### src/shared/umd_pkg.sv
// Package with the address map, target codes and carrier structs of the memory map decoder.
package umd_pkg;

  // ----------------------------------------------------------------------
  // Address space
  // ----------------------------------------------------------------------
  localparam int unsigned ADDR_W      = 24;
  localparam int unsigned SEG_W       = 8;
  localparam int unsigned PAGE_W      = 2;
  localparam int unsigned SEG_LSB     = 16;
  localparam int unsigned PAGE_LSB    = 14;
  localparam int unsigned DATA_W      = 16;
  localparam int unsigned FLASH_RD_W  = 128;
  localparam int unsigned PRAM_OFS_W  = 12;
  localparam int unsigned SECT_OFS_W  = 12;
  localparam int unsigned SECT_W      = 6;
  localparam int unsigned PROG_BLK_W  = 7;
  localparam int unsigned PROT_SIZE_W = 12;
  localparam int unsigned BIT_IDX_W   = 4;
  localparam int unsigned FL_SECTORS  = 40;

  // ----------------------------------------------------------------------
  // Region bounds (inclusive)
  // ----------------------------------------------------------------------
  localparam logic [23:0] IMB_LO    = 24'hFFFF00;
  localparam logic [23:0] IMB_HI    = 24'hFFFFFF;
  localparam logic [23:0] EPRAM_LO  = 24'hE80000;
  localparam logic [23:0] EPRAM_HI  = 24'hEFFFFF;
  localparam logic [23:0] PRAM_LO   = 24'hE00000;
  localparam logic [23:0] PRAM_HI   = 24'hE7FFFF;
  localparam logic [23:0] FL1_LO    = 24'hC40000;
  localparam logic [23:0] FL1_HI    = 24'hC47FFF;
  localparam logic [23:0] FL0_LO    = 24'hC00000;
  localparam logic [23:0] FL0_HI    = 24'hC20FFF;
  localparam logic [23:0] FL0_CTL_LO = 24'hC0F000;
  localparam logic [23:0] FL0_CTL_HI = 24'hC0FFFF;
  localparam logic [23:0] CAN_LO    = 24'h200000;
  localparam logic [23:0] CAN_HI    = 24'h203FFF;
  localparam logic [23:0] SCU_LO    = 24'h204000;
  localparam logic [23:0] SCU_HI    = 24'h204FFF;
  localparam logic [23:0] CANA_LO   = 24'h208000;
  localparam logic [23:0] CANA_HI   = 24'h20AFFF;
  localparam logic [23:0] SCUA_LO   = 24'h20B000;
  localparam logic [23:0] SCUA_HI   = 24'h20B7FF;
  localparam logic [23:0] SFR_LO    = 24'h00FE00;
  localparam logic [23:0] SFR_HI    = 24'h00FFFF;
  localparam logic [23:0] DPR_LO    = 24'h00F600;
  localparam logic [23:0] DPR_HI    = 24'h00FDFF;
  localparam logic [23:0] DPR_BIT_LO = 24'h00FD00;
  localparam logic [23:0] EXTENDED_FUNCTION_REGS_LO   = 24'h00F000;
  localparam logic [23:0] EXTENDED_FUNCTION_REGS_HI   = 24'h00F1FF;
  localparam logic [23:0] EXTRA_FUNCTION_REGS_LO   = 24'h00E000;
  localparam logic [23:0] EXTRA_FUNCTION_REGS_HI   = 24'h00EFFF;
  localparam logic [23:0] DRAM_LO   = 24'h00C800;
  localparam logic [23:0] DRAM_HI   = 24'h00DFFF;
  localparam logic [7:0]  SYS_SEG   = 8'h00;
  localparam logic [23:0] PROT_SIZE_RST = 24'h000000;

  // ----------------------------------------------------------------------
  // Targets and carriers
  // ----------------------------------------------------------------------
  typedef enum logic [3:0] {
    UMD_T_NONE, UMD_T_FLASH0, UMD_T_FLASH1, UMD_T_PRAM, UMD_T_EPRAM,
    UMD_T_DRAM, UMD_T_DUAL_PORT_RAM, UMD_T_SFR, UMD_T_EXTENDED_FUNCTION_REGS, UMD_T_EXTRA_FUNCTION_REGS,
    UMD_T_LPBUS, UMD_T_IMB, UMD_T_EXT
  } umd_target_t;

  typedef enum logic [1:0] {
    UMD_PROT_OFF, UMD_PROT_PARITY, UMD_PROT_ECC
  } umd_prot_mode_t;

  typedef struct packed {
    logic        valid;
    logic        write;
    logic        word;
    logic [23:0] addr;
  } umd_req_t;

  typedef struct packed {
    logic        valid;
    umd_target_t target;
    logic        via_sysbus;
    logic        bit_addr;
    logic        fl_ctl;
    logic        wr_block;
    logic [1:0]  page;
    logic [23:0] addr;
  } umd_route_t;

endpackage

### src/rtl/umd_decoder.sv
// Unified memory map decoder for the code fetch and data transfer managers.
// Contract
// - Decode 16 Mbyte space: 256 segments of 64 Kbytes, four pages each.
// - Byte and word accesses are accepted at every address.
// - Internal data memories and both register areas decode in segment 0.
// - Instruction fetches route through the code fetch manager only.
// - Data transfers route through the data transfer manager only.
// - System bus links both managers, concurrent traffic both directions.
// - Serial channel and CAN register regions go to the local peripheral bus.
// - Reserved areas become external bus accesses when the bus is present.
// - 4 Kbyte program RAM at E0'0000; programmable protected region rejects writes.
// - 6 Kbyte data RAM at 00'C800 on its own data port.
// - 2 Kbyte dual port RAM holds register banks of 16 words or bytes.
// - Top 256 bytes of dual port RAM and register locations are bit addressable.
// - Two 512 byte register areas at 00'FE00 and 00'F000 decode.
// - Flash is a 32 Kbyte and a 132 Kbyte module in 4 Kbyte sectors.
// - Sector C0'F000 to C0'FFFF is reserved for control and protection data.
// - Per sector write protection except sector 40, and erase; programming in 128 byte blocks.
// - Flash read protection unlocks only after the password sequence.
// - Flash reads deliver 128 bits and are error corrected when ECC mode is selected.
// - Accesses to the two flash modules proceed in parallel.
// - With parity on, single bit errors are detected and data discarded.
// - With ECC on, single bit errors are corrected before returning data.
`timescale 1ns/1ps
module umd_decoder
  import umd_pkg::*;
(
  // Clock and reset.
  input  wire logic              clk_sys,
  input  wire logic              srst,
  // Static configuration from the system.
  input  wire logic              ext_bus_present,
  input  wire logic              pram_wp_en,
  input  wire logic [11:0]       pram_wp_size,
  input  wire logic [39:0]       fl_sect_wp,
  input  wire logic              fl_read_prot,
  input  wire logic              fl_unlocked,
  input  wire umd_prot_mode_t    mem_prot_mode,
  // Code fetch port.
  input  wire umd_req_t          fetch_req,
  // Data transfer port.
  input  wire umd_req_t          data_req,
  // Memory read data check on the returning path.
  input  wire logic [15:0]       rd_data,
  input  wire logic              rd_parity,
  input  wire logic [4:0]        rd_syndrome,
  // Routed code fetch.
  output umd_route_t             fetch_route_q,
  // Routed data transfer.
  output umd_route_t             data_route_q,
  // Checked read data.
  output logic [15:0]            rd_data_q,
  output logic                   rd_err_q,
  output logic                   rd_corr_q
);

  // ----------------------------------------------------------------------
  // Address decode
  // ----------------------------------------------------------------------

  // Decode is a pure function so both ports share one set of bounds.
  function automatic umd_route_t decode(input umd_req_t r, input logic is_fetch);
    umd_route_t  o;
    logic [23:0] a;
    logic [5:0]  sect;
    logic        sect_wp;
    a = r.addr;
    o = '0;
    o.valid = r.valid;
    o.page  = a[PAGE_LSB +: PAGE_W];
    o.addr  = a;
    sect    = 6'h00;
    sect_wp = 1'b0;
    if (a >= IMB_LO) begin
      o.target = UMD_T_IMB;
    end else if (a >= EPRAM_LO && a <= EPRAM_HI) begin
      o.target = UMD_T_EPRAM;
      o.addr   = {EPRAM_LO[23:12], a[11:0]};
    end else if (a >= PRAM_LO && a <= PRAM_HI) begin
      o.target = UMD_T_PRAM;
      o.addr   = {PRAM_LO[23:12], a[11:0]};
      o.wr_block = r.write && pram_wp_en && (a[11:0] < pram_wp_size);
    end else if (a >= FL1_LO && a <= FL1_HI) begin
      o.target = UMD_T_FLASH1;
      sect = 6'd33 + {3'b000, a[14:12]};
    end else if (a >= FL0_LO && a <= FL0_HI) begin
      o.target = UMD_T_FLASH0;
      sect = a[17:12];
      o.fl_ctl = (a >= FL0_CTL_LO && a <= FL0_CTL_HI);
    end else if ((a >= CAN_LO && a <= SCU_HI) || (a >= CANA_LO && a <= SCUA_HI)) begin
      o.target = UMD_T_LPBUS;
    end else if (a[23:16] == SYS_SEG) begin
      if (a >= SFR_LO) begin
        o.target   = UMD_T_SFR;
        o.bit_addr = 1'b1;
      end else if (a >= DPR_LO && a <= DPR_HI) begin
        o.target   = UMD_T_DUAL_PORT_RAM;
        o.bit_addr = (a >= DPR_BIT_LO);
      end else if (a >= EXTENDED_FUNCTION_REGS_LO && a <= EXTENDED_FUNCTION_REGS_HI) begin
        o.target   = UMD_T_EXTENDED_FUNCTION_REGS;
        o.bit_addr = 1'b1;
      end else if (a >= EXTRA_FUNCTION_REGS_LO && a <= EXTRA_FUNCTION_REGS_HI) begin
        o.target = UMD_T_EXTRA_FUNCTION_REGS;
      end else if (a >= DRAM_LO && a <= DRAM_HI) begin
        o.target = UMD_T_DRAM;
      end else begin
        o.target = ext_bus_present ? UMD_T_EXT : UMD_T_NONE;
      end
    end else begin
      o.target = ext_bus_present ? UMD_T_EXT : UMD_T_NONE;
    end
    // Flash write protection per sector; read protection covers all flash sectors.
    // The top flash1 sector has no protect bit, so it is never write blocked by sector.
    if (o.target == UMD_T_FLASH0 || o.target == UMD_T_FLASH1) begin
      sect_wp = (sect < 6'd40) ? fl_sect_wp[sect] : 1'b0;
      if (r.write && (sect_wp || o.fl_ctl)) begin
        o.wr_block = 1'b1;
      end
      if (fl_read_prot && !fl_unlocked) begin
        o.wr_block = 1'b1;
      end
    end
    // Fetch port: fetch-side targets local, others over the system bus; data port: fetch-side, LPBUS and EXT targets over it.
    if (is_fetch) begin
      o.via_sysbus = !(o.target inside {UMD_T_FLASH0, UMD_T_FLASH1,
                                        UMD_T_PRAM, UMD_T_EPRAM});
    end else begin
      o.via_sysbus = (o.target inside {UMD_T_FLASH0, UMD_T_FLASH1, UMD_T_PRAM,
                                       UMD_T_EPRAM, UMD_T_LPBUS, UMD_T_EXT});
    end
    if (!r.valid) begin
      o.target = UMD_T_NONE;
    end
    return o;
  endfunction

  // ----------------------------------------------------------------------
  // Routing registers
  // ----------------------------------------------------------------------

  // Both ports decode every cycle, so flash0 and flash1 traffic never serialises.
  always_ff @(posedge clk_sys) begin
    if (srst) begin
      fetch_route_q <= '0;
    end else begin
      fetch_route_q <= decode(fetch_req, 1'b1);
    end
  end

  // The data port has its own register, so it runs beside the fetch port.
  always_ff @(posedge clk_sys) begin
    if (srst) begin
      data_route_q <= '0;
    end else begin
      data_route_q <= decode(data_req, 1'b0);
    end
  end

  // ----------------------------------------------------------------------
  // Soft error check
  // ----------------------------------------------------------------------

  // A syndrome naming bit k flips it; a parity hit only flags, the data is dropped.
  logic [15:0] corr_d;
  logic        par_bad;
  assign par_bad = (^rd_data) != rd_parity;

  always_comb begin
    corr_d = rd_data;
    if (rd_syndrome != 5'h00 && rd_syndrome <= 5'd16) begin
      corr_d[rd_syndrome[3:0] - 4'h1] = ~rd_data[rd_syndrome[3:0] - 4'h1];
    end
  end

  always_ff @(posedge clk_sys) begin
    if (srst) begin
      rd_data_q <= 16'h0000;
      rd_err_q  <= 1'b0;
      rd_corr_q <= 1'b0;
    end else begin
      case (mem_prot_mode)
        UMD_PROT_PARITY: begin
          rd_data_q <= par_bad ? 16'h0000 : rd_data;
          rd_err_q  <= par_bad;
          rd_corr_q <= 1'b0;
        end
        UMD_PROT_ECC: begin
          rd_data_q <= corr_d;
          rd_err_q  <= rd_syndrome > 5'd16;
          rd_corr_q <= rd_syndrome != 5'h00 && rd_syndrome <= 5'd16;
        end
        default: begin
          rd_data_q <= rd_data;
          rd_err_q  <= 1'b0;
          rd_corr_q <= 1'b0;
        end
      endcase
    end
  end

endmodule

### config.mk
export PLATFORM = sky130hd
export DESIGN_NAME = umd_decoder
export DESIGN_NICKNAME = d
export VERILOG_FILES = /design/src/shared/umd_pkg.sv /design/src/rtl/umd_decoder.sv
export SDC_FILE = /design/constraint.sdc
export NUM_CORES = 1
export LEC_CHECK = 0
export ABC_AREA = 0
export BUFFER_PORTS_ARGS = -buffer_cell sky130_fd_sc_hd__clkbuf_2
export CAP_MARGIN = 25
export CELL_PAD_IN_SITES_DETAIL_PLACEMENT = 1
export CELL_PAD_IN_SITES_GLOBAL_PLACEMENT = 1
export CORE_ASPECT_RATIO = 1.4
export CORE_MARGIN = 3
export CORE_UTILIZATION = 25
export CTS_BUF_LIST = sky130_fd_sc_hd__clkbuf_8
export CTS_CLUSTER_SIZE = 30
export DETAILED_ROUTE_END_ITERATION = 6
export PLACE_DENSITY_LB_ADDON = 0.08
export SYNTH_ARGS = -nofsm -noshare
export SYNTH_HDL_FRONTEND = slang
export SYNTH_SLANG_ARGS = --single-unit
### constraint.sdc
create_clock -name clk_sys -period 9.3 [get_ports clk_sys]
set_input_delay 2.79 -clock clk_sys [delete_from_list [all_inputs] [get_ports clk_sys]]
set_output_delay 2.79 -clock clk_sys [all_outputs]
set_load 0.005 [all_outputs]
==> impl_metrics.yaml <==
clock_network:
  cts_made_buffers: 9
  clk_pin_slew_ns: 0.11
  clock_sink_count: 88
  htreeDepth: 3
  ctsHoldBuffers: 0
  cts_root_buf: "clkbuf_8"
  cts_setup_buffers: 0
  cts_resized: 0
  clockBufferDepth: 2
  cts_tree: "done"
critical_path:
  worst_setup_path_start_kind: "input pin"
  cp.required_ns: 9.63
  critical-path-top-delay-family: "compound AO/OA/AOI/OAI gates"
  arrival_ns: 6.75
  crit_buf_inv: 2
  crit_chain: "clkbuf_2 -> clkinv_1 -> ha_1 -> or4b_1 -> a2111o_1 -> o21a_4 -> o31ai_4 -> a2111oi_0 -> a21oi_1 -> o41ai_1 -> a2111oi_2 -> a31oi_1"
  endpoint_kind: "flip-flop"
  path_max_fanout: 26
  path_class: "in2reg"
  slowest_stage: "clkinv_1"
  crit_path_max_incr_delay_ns: 0.70
timing:
  layout_min_cycle_time_ns: 6.42
  setup_tns_ns: 0
  fmax_mhz: 156
  grt_setup_unrepaired: "no"
  layout_worst_path_cycle_share_pct: 69.1
  hold_viol_final: 0
  tightestPinTransition_ns: 0.958
  slew_headroom_pct: 36.1
  hold_slack_ns: 2.67
  setup_violations: 0
  maxSlewViolCount: 0
synthesis:
  syn_inst: 778
  yosysTopAreaCellShare_pct: 28.3
  synth_nets: 953
  ys_ff_latch: 88
  async_flop_share_pct: 0
  synth_seq_area_share_pct: 28.3
  yosysWarningCount: 0
  synth_edf_count: 0
  yosysUniqueCellTypes: 78
  synth_ff_type: "dfxtp_1"
  avgSynthCellArea_sq_um: 8.01
  syn-cell-area_sq_um: 6230
  synthTopCellsByArea: "dfxtp_1 28%, ha_1 7.8%, nor2b_1 4.2%, a21oi_1 3.9%, mux2i_1 3.4%"
  yosysTopAreaCell: "dfxtp_1"
floorplan:
  core_area_sq_um: 24200
  fp.dieH_um: 193
  start_util_pct: 25.7
  dieArea_sq_um: 26900
  placementRows: 67
  ios: 224
  die_w_um: 139
final_layout:
  layout_common_cells: "220 x clkbuf_2, 88 x dfxtp_1, 53 x nand2_1, 49 x nor2_1, 49 x a21oi_1"
  drive_gt1_share_pct: 28.7
  diodes: 0
  final_common_cell: "clkbuf_2"
  area_growth_pct: 25.7
  fin_nets: 1154
route:
  via_per_inst: 5.19
  vias: 6706
  initialDrtViolationCount: 417
  dr.pass1.iters: 5
  ant_nets: 0
  drt-total-wl_um: 26400
  wl_per_cell_um: 20.4
  drc: 0
min_path:
  hold_end: "fetch_route_q[7]"
  min_path_type: "in2reg"
  min_delay_path_depth: 2
  hp-start: "fetch_req[7]"
placed_design:
  dp_hpwl_um: 21100
  routabilityCongestion: 0.895
  port_buffers: 221
grt:
  grt_pass1_wl_um: 40600
  grt_pass1_vias: 7013
  globalRouteTotalUtil_pct: 19.2
  antenna_found_initial: 0
  grt_start_max_net_pins: 51
  overflow: 0
flow_run:
  maxCapViolations: 0
run_status:
  outcome: "completed"
power_and_ir_drop:
  powerDensity_nw_per_um2: 121
  ir_worst_vdd_mv: 0.0627
  power.leakage_nw: 3.43
[cells by family after synthesis]
group                      count (synthesis)  share of synthesized area (%)
xor gates and xnor gates                  23                           3.23
buffers and inverters                     71                           4.54
muxes                                     31                           6.15
AOI/OAI and AO/OA                        189                           20.4
adders and majority gates                 40                           7.99
and+or+nand+nor                          336                           29.4
DFF                                       88                           28.3
[through the flow]
| stage | setup slack [ns] | instances | power [mW] | util [%] | instance area (sq um) |
|---|---|---|---|---|---|
| detailed placement | 2.41 | 1278 | 0.651 | 31.4 | 7610 |
| CTS | 2.84 | 1293 | 0.967 | 32.3 | 7830 |
| global route | 2.53 | 1293 | 1.01 | 32.3 | 7830 |
| global placement | 2.44 | 1278 | 0.650 | 31.4 | 7610 |
| floorplan | 3.49 | 778 | 0.535 | - | 6230 |
| finish | 2.88 | 1293 | 0.948 | 32.3 | 7830 |
[cell usage after synthesis, types with 16 or more instances]
| cell | n |
|---|---|
| nor2b_1 | 42 |
| mux2i_1 | 21 |
| o21ai_0 | 38 |
| inv_1 | 33 |
| nor3_1 | 35 |
| nand4_1 | 16 |
| nand2_1 | 53 |
| clkbuf_1 | 30 |
| dfxtp_1 | 88 |
| nor2_1 | 49 |
| a31oi_1 | 22 |
| ha_1 | 39 |
| a21oi_1 | 49 |
| or2_2 | 17 |
| xnor2_1 | 18 |
| nand3_1 | 36 |
[registers in the layout, summed over array words and instances (netlist names)]
| signal | count |
|---|---|
| fetch_route_q | 35 |
| rd_corr_q | 1 |
| rd_err_q | 1 |
| data_route_q | 35 |
| rd_data_q | 16 |
[layout make-up]
class | instances | area (sq um)
clock buffer | 10 | 138
fill | 3047 | 16400
tap | 310 | 388
multi-input combinational | 619 | 4190
inverter | 34 | 128
clock inverter | 5 | 81.3
sequential | 88 | 1760
timing repair buffer | 227 | 1150
[worst max path at each step]
stage                  startpoint                end  slack (ns)  cells after the start
floorplan           fetch_req[12]  fetch_route_q[26]        3.49                     13
global placement    fetch_req[12]  fetch_route_q[26]        2.44                     12
detailed placement  fetch_req[12]  fetch_route_q[26]        2.41                     12
CTS                 fetch_req[12]  fetch_route_q[26]        2.84                     12
global route        fetch_req[12]  fetch_route_q[26]        2.53                     12
finish              fetch_req[12]  fetch_route_q[26]        2.88                     12
[layer usage]
metal,part of all wire (%),vias up,global-route usage [%]
li1,-,3268,-
met1,43,3212,23.8
met2,49,192,33.3
met3,4.7,34,3.20
met4,3.0,0,7.30
met5,0,-,0
[power by group]
part	leakage [nW]	internal [mW]	switching (mW)
Clock	0.108	0.157	0.152
Combinational	2.59	0.0959	0.141
Sequential	0.728	0.397	0.00507
Power figures use the tool's default switching activity.
